$ cat src/cste_pkg.sv
// Package of constants and types for the charge status and temperature events
//
// Summary of operation
// - Indicator sinks current in precondition, fast-charge and top-off states.
// - Indicator is released in all other charger states.
// - Charging is suspended while thermistor sense is beyond hot or cold limit.
// - Exit enable and status enable both set: interrupt on leaving valid range.
// - Return enable and status enable both set: interrupt on re-entering range.
// - Live in-range flag reads 1 inside valid range, 0 outside.
// - Pending temperature status reads 1 and is cleared by that read.
// - Temperature status reads 0 when nothing is pending.
// - Two-bit state code: 11 precondition, 10 fast/top-off, 01 EOC, 00 other.
`default_nettype none
package cste_pkg;

	// Register byte offsets
	localparam logic [7:0] CSTE_OFF_CTRL   = 8'h00;
	localparam logic [7:0] CSTE_OFF_STATUS = 8'h04;
	localparam logic [7:0] CSTE_OFF_MASK   = 8'h08;
	localparam logic [7:0] CSTE_OFF_STATE  = 8'h0C;

	// Control register fields
	localparam int CSTE_CTRL_EXIT_EN   = 0;
	localparam int CSTE_CTRL_RETURN_EN = 1;
	localparam int CSTE_CTRL_STAT_EN   = 2;
	localparam logic [2:0] CSTE_CTRL_RESET = 3'h0;

	// Status register fields and mask reset value
	localparam int CSTE_STAT_TEMP    = 0;
	localparam int CSTE_STAT_INRANGE = 1;
	localparam logic CSTE_MASK_RESET = 1'b0;

	// State register fields
	localparam int CSTE_STATE_CODE_LSB = 0;
	localparam int CSTE_STATE_SUSP_BIT = 2;

	// Charge state codes
	localparam logic [1:0] CSTE_CODE_PRECOND = 2'h3;
	localparam logic [1:0] CSTE_CODE_FAST    = 2'h2;
	localparam logic [1:0] CSTE_CODE_EOC     = 2'h1;
	localparam logic [1:0] CSTE_CODE_IDLE    = 2'h0;

	localparam logic [1:0] CSTE_RESP_OKAY   = 2'h0;
	localparam logic [1:0] CSTE_RESP_SLVERR = 2'h2;

	typedef enum logic [2:0] {
		CSTE_CHG_PRECOND,
		CSTE_CHG_FAST,
		CSTE_CHG_TOPOFF,
		CSTE_CHG_EOC,
		CSTE_CHG_SUSPEND,
		CSTE_CHG_TEMP_FAULT,
		CSTE_CHG_TIME_FAULT,
		CSTE_CHG_DISABLED
	} cste_chg_state_t;

	// Thermistor window comparator outputs
	typedef struct packed {
		logic beyondHot;
		logic beyondCold;
	} cste_therm_t;

	// Open-drain pin pair
	typedef struct packed {
		logic out;
		logic oe;
	} cste_od_t;

endpackage
`default_nettype wire

$ cat src/cste_top.sv
// Charge status indicator and battery temperature event logic
//
// The placing of the registers and the AXI4-Lite register port were chosen for this implementation.
`timescale 1ns/1ps
`default_nettype none
module cste_top (
	input  wire logic                     sys_clk,
	input  wire logic                     reset_n,
	input  wire cste_pkg::cste_chg_state_t chargerState,
	input  wire cste_pkg::cste_therm_t     thermistorSense,
	input  wire logic                     chargeActiveIndicatorIn,
	output logic                          chargeActiveIndicatorOut,
	output logic                          chargeActiveIndicatorOe,
	output logic                          chargeSuspend,
	output logic                          irq,
	input  wire logic [7:0]               s_axi_awaddr,
	input  wire logic                     s_axi_awvalid,
	output logic                          s_axi_awready,
	input  wire logic [31:0]              s_axi_wdata,
	input  wire logic [3:0]               s_axi_wstrb,
	input  wire logic                     s_axi_wvalid,
	output logic                          s_axi_wready,
	output logic [1:0]                    s_axi_bresp,
	output logic                          s_axi_bvalid,
	input  wire logic                     s_axi_bready,
	input  wire logic [7:0]               s_axi_araddr,
	input  wire logic                     s_axi_arvalid,
	output logic                          s_axi_arready,
	output logic [31:0]                   s_axi_rdata,
	output logic [1:0]                    s_axi_rresp,
	output logic                          s_axi_rvalid,
	input  wire logic                     s_axi_rready
);

	// ==========================================================
	// Charger state decode
	function automatic logic [1:0] stateCode(
		input cste_pkg::cste_chg_state_t st
	);
		case (st)
			cste_pkg::CSTE_CHG_PRECOND: stateCode = cste_pkg::CSTE_CODE_PRECOND;
			cste_pkg::CSTE_CHG_FAST,
			cste_pkg::CSTE_CHG_TOPOFF:  stateCode = cste_pkg::CSTE_CODE_FAST;
			cste_pkg::CSTE_CHG_EOC:     stateCode = cste_pkg::CSTE_CODE_EOC;
			default:                    stateCode = cste_pkg::CSTE_CODE_IDLE;
		endcase
	endfunction

	// Register select on the word index of a byte address
	function automatic logic regHit(
		input logic [7:0] addr,
		input logic [7:0] offset
	);
		regHit = (addr[7:2] == offset[7:2]);
	endfunction

	function automatic logic regMapped(
		input logic [7:0] addr
	);
		regMapped = regHit(addr, cste_pkg::CSTE_OFF_CTRL) ||
			regHit(addr, cste_pkg::CSTE_OFF_STATUS) ||
			regHit(addr, cste_pkg::CSTE_OFF_MASK) ||
			regHit(addr, cste_pkg::CSTE_OFF_STATE);
	endfunction

	logic       outOfRange;
	logic       inRange;
	logic [1:0] codeNow;
	assign outOfRange = thermistorSense.beyondHot |
		thermistorSense.beyondCold;
	assign inRange = ~outOfRange;
	assign codeNow = stateCode(chargerState);

	// ==========================================================
	// State registers
	logic [2:0]  ctrl_reg, ctrl_next;
	logic        mask_reg, mask_next;
	logic        temp_irq_status_reg, temp_irq_status_next;
	logic        inRange_reg, inRange_next;
	logic        indicator_reg, indicator_next;
	logic        suspend_reg, suspend_next;
	logic [1:0]  code_reg, code_next;
	logic        awHeld_reg, awHeld_next;
	logic        wHeld_reg, wHeld_next;
	logic [7:0]  awAddr_reg, awAddr_next;
	logic [31:0] wData_reg, wData_next;
	logic [3:0]  wStrb_reg, wStrb_next;
	logic        bValid_reg, bValid_next;
	logic [1:0]  bResp_reg, bResp_next;
	logic        rValid_reg, rValid_next;
	logic [31:0] rData_reg, rData_next;
	logic [1:0]  rResp_reg, rResp_next;

	logic exitEvent;
	logic returnEvent;
	logic tempEvent;
	logic doWrite;
	logic doRead;
	logic [7:0] wAddr;
	logic [31:0] wDat;
	logic [3:0] wStb;
	logic [7:0] rAddr;
	logic       statusRead;
	logic       statusClear;

	assign s_axi_awready = ~awHeld_reg & ~bValid_reg;
	assign s_axi_wready  = ~wHeld_reg & ~bValid_reg;
	assign s_axi_arready = ~rValid_reg;
	assign s_axi_bvalid  = bValid_reg;
	assign s_axi_bresp   = bResp_reg;
	assign s_axi_rvalid  = rValid_reg;
	assign s_axi_rdata   = rData_reg;
	assign s_axi_rresp   = rResp_reg;
	assign rAddr         = s_axi_araddr;

	// ==========================================================
	// Write channel: address and data are taken in either order
	always_comb begin
		awHeld_next = awHeld_reg;
		wHeld_next  = wHeld_reg;
		awAddr_next = awAddr_reg;
		wData_next  = wData_reg;
		wStrb_next  = wStrb_reg;
		bValid_next = bValid_reg;
		bResp_next  = bResp_reg;
		if (s_axi_awvalid && s_axi_awready) begin
			awHeld_next = 1'b1;
			awAddr_next = s_axi_awaddr;
		end
		if (s_axi_wvalid && s_axi_wready) begin
			wHeld_next = 1'b1;
			wData_next = s_axi_wdata;
			wStrb_next = s_axi_wstrb;
		end
		doWrite = awHeld_next & wHeld_next & ~bValid_reg;
		wAddr   = awAddr_next;
		wDat    = wData_next;
		wStb    = wStrb_next;
		if (doWrite) begin
			awHeld_next = 1'b0;
			wHeld_next  = 1'b0;
			bValid_next = 1'b1;
			if (regMapped(wAddr))
				bResp_next = cste_pkg::CSTE_RESP_OKAY;
			else
				bResp_next = cste_pkg::CSTE_RESP_SLVERR;
		end else if (bValid_reg && s_axi_bready) begin
			bValid_next = 1'b0;
		end
	end

	always_ff @(posedge sys_clk or negedge reset_n) begin
		if (!reset_n) begin
			awHeld_reg <= 1'b0;
			wHeld_reg  <= 1'b0;
			awAddr_reg <= 8'h00;
			wData_reg  <= 32'h0000_0000;
			wStrb_reg  <= 4'h0;
			bValid_reg <= 1'b0;
			bResp_reg  <= cste_pkg::CSTE_RESP_OKAY;
		end else begin
			awHeld_reg <= awHeld_next;
			wHeld_reg  <= wHeld_next;
			awAddr_reg <= awAddr_next;
			wData_reg  <= wData_next;
			wStrb_reg  <= wStrb_next;
			bValid_reg <= bValid_next;
			bResp_reg  <= bResp_next;
		end
	end

	// ==========================================================
	// Control and mask registers, all fields in byte lane 0
	always_comb begin
		ctrl_next = ctrl_reg;
		mask_next = mask_reg;
		if (doWrite && wStb[0]) begin
			if (regHit(wAddr, cste_pkg::CSTE_OFF_CTRL)) begin
				ctrl_next = wDat[2:0];
			end else if (regHit(wAddr, cste_pkg::CSTE_OFF_MASK)) begin
				mask_next = wDat[0];
			end
		end
	end

	always_ff @(posedge sys_clk or negedge reset_n) begin
		if (!reset_n) begin
			ctrl_reg <= cste_pkg::CSTE_CTRL_RESET;
			mask_reg <= cste_pkg::CSTE_MASK_RESET;
		end else begin
			ctrl_reg <= ctrl_next;
			mask_reg <= mask_next;
		end
	end

	// ==========================================================
	// Read channel: data is captured when the address is taken
	always_comb begin
		doRead      = s_axi_arvalid & s_axi_arready;
		rValid_next = rValid_reg;
		rData_next  = rData_reg;
		rResp_next  = rResp_reg;
		if (doRead) begin
			rValid_next = 1'b1;
			rResp_next  = cste_pkg::CSTE_RESP_OKAY;
			rData_next  = 32'h0000_0000;
			if (regHit(rAddr, cste_pkg::CSTE_OFF_CTRL)) begin
				rData_next[2:0] = ctrl_reg;
			end else if (regHit(rAddr, cste_pkg::CSTE_OFF_STATUS)) begin
				rData_next[cste_pkg::CSTE_STAT_TEMP] = temp_irq_status_reg;
				rData_next[cste_pkg::CSTE_STAT_INRANGE] = inRange_reg;
			end else if (regHit(rAddr, cste_pkg::CSTE_OFF_MASK)) begin
				rData_next[0] = mask_reg;
			end else if (regHit(rAddr, cste_pkg::CSTE_OFF_STATE)) begin
				rData_next[cste_pkg::CSTE_STATE_CODE_LSB +: 2] = code_reg;
				rData_next[cste_pkg::CSTE_STATE_SUSP_BIT] = suspend_reg;
			end else begin
				rResp_next = cste_pkg::CSTE_RESP_SLVERR;
			end
		end else if (rValid_reg && s_axi_rready) begin
			rValid_next = 1'b0;
		end
	end

	always_ff @(posedge sys_clk or negedge reset_n) begin
		if (!reset_n) begin
			rValid_reg <= 1'b0;
			rData_reg  <= 32'h0000_0000;
			rResp_reg  <= cste_pkg::CSTE_RESP_OKAY;
		end else begin
			rValid_reg <= rValid_next;
			rData_reg  <= rData_next;
			rResp_reg  <= rResp_next;
		end
	end

	// ==========================================================
	// Temperature range tracking and pending status
	always_comb begin
		inRange_next = inRange;
		exitEvent = inRange_reg & ~inRange &
			ctrl_reg[cste_pkg::CSTE_CTRL_EXIT_EN];
		returnEvent = ~inRange_reg & inRange &
			ctrl_reg[cste_pkg::CSTE_CTRL_RETURN_EN];
		tempEvent = (exitEvent | returnEvent) &
			ctrl_reg[cste_pkg::CSTE_CTRL_STAT_EN];
		statusRead = doRead & regHit(rAddr, cste_pkg::CSTE_OFF_STATUS);
		// Write one to clear, as well as read to clear
		statusClear = doWrite & wStb[0] & wDat[cste_pkg::CSTE_STAT_TEMP] &
			regHit(wAddr, cste_pkg::CSTE_OFF_STATUS);
		temp_irq_status_next = temp_irq_status_reg;
		if (statusRead || statusClear)
			temp_irq_status_next = 1'b0;
		// Set wins over a clearing read or write
		if (tempEvent)
			temp_irq_status_next = 1'b1;
	end

	always_ff @(posedge sys_clk or negedge reset_n) begin
		if (!reset_n) begin
			temp_irq_status_reg <= 1'b0;
			inRange_reg  <= 1'b1;
		end else begin
			temp_irq_status_reg <= temp_irq_status_next;
			inRange_reg  <= inRange_next;
		end
	end

	// ==========================================================
	// Indicator, suspend and state code
	always_comb begin
		indicator_next = (codeNow == cste_pkg::CSTE_CODE_PRECOND) ||
			(codeNow == cste_pkg::CSTE_CODE_FAST);
		suspend_next = outOfRange;
		code_next    = codeNow;
	end

	always_ff @(posedge sys_clk or negedge reset_n) begin
		if (!reset_n) begin
			indicator_reg <= 1'b0;
			suspend_reg   <= 1'b0;
			code_reg      <= cste_pkg::CSTE_CODE_IDLE;
		end else begin
			indicator_reg <= indicator_next;
			suspend_reg   <= suspend_next;
			code_reg      <= code_next;
		end
	end

	// ==========================================================
	// Outputs
	// Open drain: drive low while charging, released otherwise
	assign chargeActiveIndicatorOut = 1'b0;
	assign chargeActiveIndicatorOe  = indicator_reg;
	assign chargeSuspend = suspend_reg;
	assign irq = temp_irq_status_reg & mask_reg;

endmodule
`default_nettype wire

$ cat config.mk
export PLATFORM = sky130hd
export DESIGN_NAME = cste_top
export DESIGN_NICKNAME = d
export VERILOG_FILES = /design/src/cste_pkg.sv /design/src/cste_top.sv
export SDC_FILE = /design/constraint.sdc
export NUM_CORES = 1
export LEC_CHECK = 0
export BUFFER_PORTS_ARGS = -buffer_cell sky130_fd_sc_hd__buf_2
export CAP_MARGIN = 20
export CORE_MARGIN = 2
export CORE_UTILIZATION = 37
export DETAILED_ROUTE_END_ITERATION = 8
export PLACE_DENSITY_LB_ADDON = 0.3
export SETUP_SLACK_MARGIN = 0.3
export SLEW_MARGIN = 20
export SYNTH_ARGS = -nofsm -noshare
export SYNTH_HDL_FRONTEND = slang
export SYNTH_SLANG_ARGS = --single-unit
$ cat constraint.sdc
create_clock -name sys_clk -period 1.6 [get_ports sys_clk]
set_clock_uncertainty 0.05 [all_clocks]
set_input_delay 0 -clock sys_clk [delete_from_list [all_inputs] [get_ports sys_clk]]
set_output_delay 0 -clock sys_clk [all_outputs]
set_load 0.02 [all_outputs]
### After elaboration in Yosys (flattened, before gate mapping)

Index checks and enable logic that the tools add are counted.

* output and inout bits: 45
* word-level logic and storage cells: 97
* bits in registers: 33

* bitwise logic cells: 24
* reductions and logical operators: 19
* eq/ne operators: 11
* multiplexer cells: 25

Operators with widths (count)
* $eq 6x2->1 const B: 4
* $and 1x1->1: 15
* $mux 2: 7
* $mux 1: 13
* $eq 6x1->1 const B: 2
* $logic_not 6->1: 2
* $mux 3: 3
* $mux 8: 1
* $not 1->1: 7
* $eq 3x2->1 const B: 2
* $pmux 2 s3: 1
* $reduce_bool 2->1: 3
* $logic_and 1x1->1: 5
* $logic_or 1x1->1: 5
* $eq 2x2->1 const B: 2
* $eq 3x1->1 const B: 1
* $logic_not 3->1: 1
* $reduce_and 3->1: 1
* $or 1x1->1: 2
* $reduce_and 2->1: 1
* $reduce_or 2->1: 1

### Longest topological paths before layout

* word-level depth: 12
* depth in mapped cells: 6

### Least setup slack after synthesis

No wires, ideal clock.

* kind: reg2reg
* start point: reg bValid_reg (netlist: s_axi_bvalid)
* end point: reg ctrl_reg[0]
* path buffers: 1
* required time: 1422 ps
* period minus slack after synthesis: 1793 ps
* setup slack: -193 ps
* setup time: 128 ps
* stages on the path, launching flop included: 6
* data arrival time: 1615 ps
* cells stage by stage: dfrtp_1 -> nor3b_2 -> buf_6 -> mux2_4 -> nand4_2 -> mux2_1

* cells in the longest elaborated chain, start to end: 8

RTL lines
* start: declaration: line cste_top.sv:88 `logic bValid_reg, bValid_next;`
* start signal: assignment: line cste_top.sv:167 `bValid_reg <= bValid_next;`
* $not 1->1 (*): line cste_top.sv:106, cste_top.sv:107, cste_top.sv:135
* $and 1x1->1, on equally long branches: line cste_top.sv:106, cste_top.sv:107
* $logic_and 1x1->1, on equally long branches: line cste_top.sv:126, cste_top.sv:130
* $mux 1, on equally long branches: line cste_top.sv:126, cste_top.sv:130
* $and 1x1->1 (2 in a row): line cste_top.sv:135 `doWrite = awHeld_next & wHeld_next & ~bValid_reg;`
* $logic_and 1x1->1: line cste_top.sv:177 `if (doWrite && wStb[0]) begin`
* $reduce_and 2->1 (no source line)
* end signal: assignment: line cste_top.sv:188 `ctrl_reg <= cste_pkg::CSTE_CTRL_RESET;`
* end signal: assignment: line cste_top.sv:191 `ctrl_reg <= ctrl_next;`
* end: declaration: line cste_top.sv:76 `logic [2:0] ctrl_reg, ctrl_next;`

Every way passes the cells marked *; elsewhere a longest branch is shown, timed or not.
A chain may end at the register's enable or synchronous reset.

### Worst setup path after layout

* start point: reg awHeld_reg
* end point: reg mask_reg

* cells in the longest elaborated chain, start to end: 8

RTL lines
* start: declaration: line cste_top.sv:83 `logic awHeld_reg, awHeld_next;`
* start signal: assignment: line cste_top.sv:162 `awHeld_reg <= awHeld_next;`
* $not 1->1: line cste_top.sv:106 `assign s_axi_awready = ~awHeld_reg & ~bValid_reg;`
* $and 1x1->1: line cste_top.sv:106
* $logic_and 1x1->1: line cste_top.sv:126 `if (s_axi_awvalid && s_axi_awready) begin`
* $mux 1: line cste_top.sv:126
* $and 1x1->1 (2 in a row): line cste_top.sv:135
* $logic_and 1x1->1: line cste_top.sv:177
* $reduce_and 3->1 (no source line) (*)
* end signal: assignment: line cste_top.sv:189 `mask_reg <= cste_pkg::CSTE_MASK_RESET;`
* end signal: assignment: line cste_top.sv:192 `mask_reg <= mask_next;`
* end: declaration: line cste_top.sv:77 `logic mask_reg, mask_next;`

Marks and branches as above.

==> run_summary.xml <==
<?xml version="1.0" encoding="UTF-8"?>
<metrics>
  <group name="routing">
    <metric name="drt-vias-per-instance" unit="">4.554</metric>
    <metric name="totalWireLength" unit="um">3255</metric>
    <metric name="drcViolationCount" unit="">0</metric>
    <metric name="drt_pre_antenna_iters" unit="">4</metric>
    <metric name="initial_drc_count" unit="">16</metric>
    <metric name="wl_per_cell" unit="um">12.19</metric>
    <metric name="final_antenna_net_count" unit="">0</metric>
    <metric name="routed_vias" unit="">1216</metric>
  </group>
  <group name="run">
    <metric name="maximum_capacitance_violations" unit="">0</metric>
  </group>
  <group name="layout">
    <metric name="fillerInstances" unit="">339</metric>
    <metric name="multi_input_comb_area" unit="um^2">764.5</metric>
    <metric name="antennaDiodeCount" unit="">0</metric>
    <metric name="layout_commonest_cell" unit="">sky130_fd_sc_hd__buf_2</metric>
    <metric name="layout.cells.most_common_list" unit="">sky130_fd_sc_hd__buf_2 (38), sky130_fd_sc_hd__conb_1 (32), sky130_fd_sc_hd__dfrtp_1 (27)</metric>
    <metric name="final_layout_size_suffix_gt1_frac" unit="">0.4424</metric>
    <metric name="largest_register_ffs" unit="">6</metric>
    <metric name="flow.area_growth_from_synthesis" unit="%">45.95</metric>
    <metric name="num-nets-final" unit="">281</metric>
    <metric name="post-route-util" unit="">0.5633</metric>
    <metric name="seq_area" unit="um^2">728.2</metric>
  </group>
  <group name="critical_path">
    <metric name="crit_buf_inv" unit="">1</metric>
    <metric name="critical-path-top-cell-by-count" unit="">sky130_fd_sc_hd__mux2_4</metric>
    <metric name="setup.worst_path.start_class" unit="">flop</metric>
    <metric name="critical_path.cell_chain" unit="">nor3b_2 -&gt; buf_6 -&gt; mux2_4 -&gt; nand4_1 -&gt; mux2_4</metric>
    <metric name="worst_setup_path_end_kind" unit="">flop</metric>
    <metric name="timing.critical_path.arrival" unit="ns">1.82</metric>
    <metric name="worstPathRequired" unit="ns">1.72</metric>
    <metric name="timing.rr.start" unit="">awHeld_reg$_DFF_PN0_</metric>
    <metric name="cpMaxStageDelayCell" unit="">sky130_fd_sc_hd__dfrtp_1</metric>
    <metric name="timing.rr.end" unit="">mask_reg$_DFFE_PN0P_</metric>
    <metric name="worst-setup-path-type" unit="">flop to flop</metric>
    <metric name="r2r_cells" unit="">5</metric>
    <metric name="critical-path-top-delay-family" unit="">multiplexers</metric>
    <metric name="critical_path.max_stage_delay" unit="ns">0.39</metric>
    <metric name="worstPathMaxFanout" unit="">5</metric>
    <metric name="worst-r2r-setup-slack" unit="ns">-0.1</metric>
  </group>
  <group name="power">
    <metric name="total_power" unit="uW">3446</metric>
    <metric name="sw_frac_of_total" unit="">0.3282</metric>
    <metric name="switchingPower" unit="uW">1131</metric>
    <metric name="power.density_cell_area" unit="nW/um^2">1529</metric>
    <metric name="combPwrFrac" unit="">0.431</metric>
    <metric name="power.internal" unit="uW">2315</metric>
    <metric name="share_of_power_burned_in_the_clock_network" unit="">0.227</metric>
    <metric name="p_leak" unit="uW">0.001110</metric>
    <metric name="power_frac_seq" unit="">0.342</metric>
    <metric name="power.ir.vdd_worst" unit="V">0.0009285</metric>
  </group>
  <group name="floorplanning">
    <metric name="coreArea" unit="um^2">4000</metric>
    <metric name="die_area" unit="um^2">4706</metric>
    <metric name="io-pin-count" unit="">110</metric>
    <metric name="die_h" unit="um">68.60</metric>
    <metric name="die_w" unit="um">68.60</metric>
    <metric name="floorplan.rows" unit="">23</metric>
    <metric name="start_util" unit="">0.3860</metric>
  </group>
  <group name="global_routing">
    <metric name="grt_util_all_layers" unit="">0.1546</metric>
    <metric name="grt_max_degree" unit="">30</metric>
    <metric name="globalRoute.totalOverflow" unit="">0</metric>
    <metric name="antenna_found_initial" unit="">0</metric>
    <metric name="grt_pass1_wl" unit="um">5223</metric>
    <metric name="first_global_vias" unit="">1154</metric>
  </group>
  <group name="synth">
    <metric name="netlist.top_cell.by_area" unit="">sky130_fd_sc_hd__dfrtp_1</metric>
    <metric name="seq_area_frac_synth" unit="">0.4708</metric>
    <metric name="yosys_warnings" unit="">0</metric>
    <metric name="async_reset_ff_frac" unit="">1.000</metric>
    <metric name="syn-instance-count" unit="">135</metric>
    <metric name="synth_enable_flop_cells" unit="">0</metric>
    <metric name="yosys-top-cells-area" unit="">sky130_fd_sc_hd__dfrtp_1 (45%), sky130_fd_sc_hd__buf_4 (16%), sky130_fd_sc_hd__mux2_2 (5.8%)</metric>
    <metric name="synth.avg_cell_area" unit="um^2">11.44</metric>
    <metric name="synthDominantCellAreaShare" unit="">0.4538</metric>
    <metric name="syn_area" unit="um^2">1544</metric>
    <metric name="ys_dominant_reg_cell" unit="">sky130_fd_sc_hd__dfrtp_1</metric>
    <metric name="ys_types" unit="">40</metric>
    <metric name="synth-seq-cells" unit="">29</metric>
  </group>
  <group name="worst_hold_path">
    <metric name="timing.hold.worst.class" unit="">input pin to flop</metric>
    <metric name="hold_end" unit="">s_axi_rdata[2]$_DFFE_PN0P_</metric>
    <metric name="hold_path_depth" unit="">4</metric>
    <metric name="hp-start" unit="">s_axi_araddr[6]</metric>
  </group>
  <group name="clock_tree">
    <metric name="root_buffer" unit="">sky130_fd_sc_hd__clkbuf_8</metric>
    <metric name="cts-buffers-inserted" unit="">5</metric>
    <metric name="cts-htree-levels" unit="">2</metric>
    <metric name="tritoncts" unit="">built</metric>
    <metric name="clkSinkCount" unit="">29</metric>
    <metric name="worst_setup_hold_path_clk_slew" unit="ns">0.06</metric>
    <metric name="clk-insertion-delay-late" unit="ns">0.29</metric>
    <metric name="clockBufferDepth" unit="">2</metric>
  </group>
  <group name="sta">
    <metric name="hold_viol_final" unit="">0</metric>
    <metric name="setup_repair_after_global_routing_missed_its_margin" unit="">yes</metric>
    <metric name="min_period_over_period" unit="">1.062</metric>
    <metric name="period_minus_slack" unit="ns">1.698</metric>
    <metric name="finalWorstSetupSlack" unit="ns">-0.09840</metric>
    <metric name="setup_viol" unit="">5</metric>
    <metric name="max-slew-margin-rel" unit="">0.5898</metric>
    <metric name="total_negative_setup_slacks" unit="ns">-0.3920</metric>
    <metric name="worst-slew-pin-transition" unit="ns">0.6153</metric>
    <metric name="slew_violations" unit="">0</metric>
    <metric name="achievable-frequency" unit="MHz">588.8</metric>
  </group>
  <group name="status">
    <metric name="status" unit="">finished with violations</metric>
    <metric name="failed_checks" unit="">negative setup slack</metric>
  </group>
  <group name="place">
    <metric name="dpl.hpwl" unit="um">2298</metric>
    <metric name="gp_congestion" unit="">0.8453</metric>
    <metric name="portBuffers" unit="">40</metric>
  </group>
</metrics>
==> metrics by stage <==
step | area, um^2 | setup slack (ns) | cells | hold slack (ns)
after CTS | 2173 | -0.1297 | 264 | 0.01446
after global placement | 1757 | -0.05062 | 232 | 0.006193
after floorplan | 1678 | -0.1472 | 166 | -0.3456
after global routing | 2253 | -0.1843 | 267 | 0.04094
after detailed placement | 1757 | -0.1340 | 232 | 0.01372
final | 2253 | -0.09840 | 267 | 0.006276
==> Yosys cell counts, types with 2 or more instances <==
| library cell | n |
|---|---|
| sky130_fd_sc_hd__nor2_1 | 6 |
| sky130_fd_sc_hd__nand2_1 | 8 |
| sky130_fd_sc_hd__dfrtp_1 | 28 |
| sky130_fd_sc_hd__buf_4 | 32 |
| sky130_fd_sc_hd__nor4_2 | 2 |
| sky130_fd_sc_hd__mux2_4 | 2 |
| sky130_fd_sc_hd__inv_1 | 5 |
| sky130_fd_sc_hd__mux2_1 | 4 |
| sky130_fd_sc_hd__o21a_1 | 2 |
| sky130_fd_sc_hd__o21ai_0 | 3 |
| sky130_fd_sc_hd__nor3b_2 | 2 |
| sky130_fd_sc_hd__nand3b_1 | 2 |
| sky130_fd_sc_hd__a21oi_1 | 4 |
| sky130_fd_sc_hd__mux2_2 | 8 |
| sky130_fd_sc_hd__o21ai_1 | 2 |
==> per-layer routing <==
metal / GRT usage / routed length, um / vias to the layer above
met5: 0 / 0 / -
met4: 0.08250 / 67 / 0
met3: 0.05682 / 212 / 5
met2: 0.2512 / 1674 / 52
met1: 0.1763 / 1301 / 593
li1: - / - / 566
==> worst max path at each step <==
stage | from | end | slack [ns] | depth (start not counted)
after floorplan | s_axi_bvalid$_DFFE_PN0P_ | ctrl_reg[0]$_DFFE_PN0P_ | -0.15 | 5
after global placement | awHeld_reg$_DFF_PN0_ | ctrl_reg[2]$_DFFE_PN0P_ | -0.05 | 5
after detailed placement | awHeld_reg$_DFF_PN0_ | ctrl_reg[2]$_DFFE_PN0P_ | -0.13 | 5
after CTS | s_axi_bvalid$_DFFE_PN0P_ | ctrl_reg[2]$_DFFE_PN0P_ | -0.13 | 5
after global routing | s_axi_bvalid$_DFFE_PN0P_ | ctrl_reg[2]$_DFFE_PN0P_ | -0.18 | 5
final | awHeld_reg$_DFF_PN0_ | mask_reg$_DFFE_PN0P_ | -0.1 | 5
==> power groups by stage <==
| stage | combinational (uW) | clock, uW | sequential (uW) |
|---|---|---|---|
| after floorplan | 720 | 0 | 1190 |
| after global placement | 1020 | 0 | 1160 |
| after detailed placement | 1070 | 0 | 1170 |
| after CTS | 1300 | 793 | 1180 |
| after global routing | 1590 | 842 | 1220 |
| final | 1490 | 781 | 1180 |
==> worst register-to-register path: cells and delay by family, from the launching register on <==
family / cells / cell delay [ns]
flops: 1 / 0.39
mux: 2 / 0.65
buf+inv: 1 / 0.16
simple gates: 2 / 0.33
==> timing repair <==
item,in CTS,in global routing
hold buffers,22,0
gates resized for setup,13,17
endpoints found under the setup margin,16,20
pin swaps,3,4
buffers inserted,2,3
hold endpoints to repair,46,0
==> cells by family (layout without fill, tap and decap cells) <==
group / Yosys count / count (layout) / share of synthesized area
buffers and inverters: 38 / 89 / 0.1750
and+or+nand+nor: 31 / 31 / 0.1305
DFF: 29 / 29 / 0.4708
AOI/OAI and AO/OA: 18 / 18 / 0.07861
muxes: 17 / 17 / 0.1370
other: 1 / 32 / 0.002429
xor gates and xnor gates: 1 / 1 / 0.005674
==> final cells by class <==
cell class | count | area share
clock buffers | 7 | 0.03831
clock inverters | 1 | 0.01333
inverters | 5 | 0.008329
multi-input cells | 99 | 0.3393
flip-flops and latches | 29 | 0.3232
well taps | 50 | 0.02776
repair buffers | 76 | 0.2499
Power figures use the tool's default switching activity.
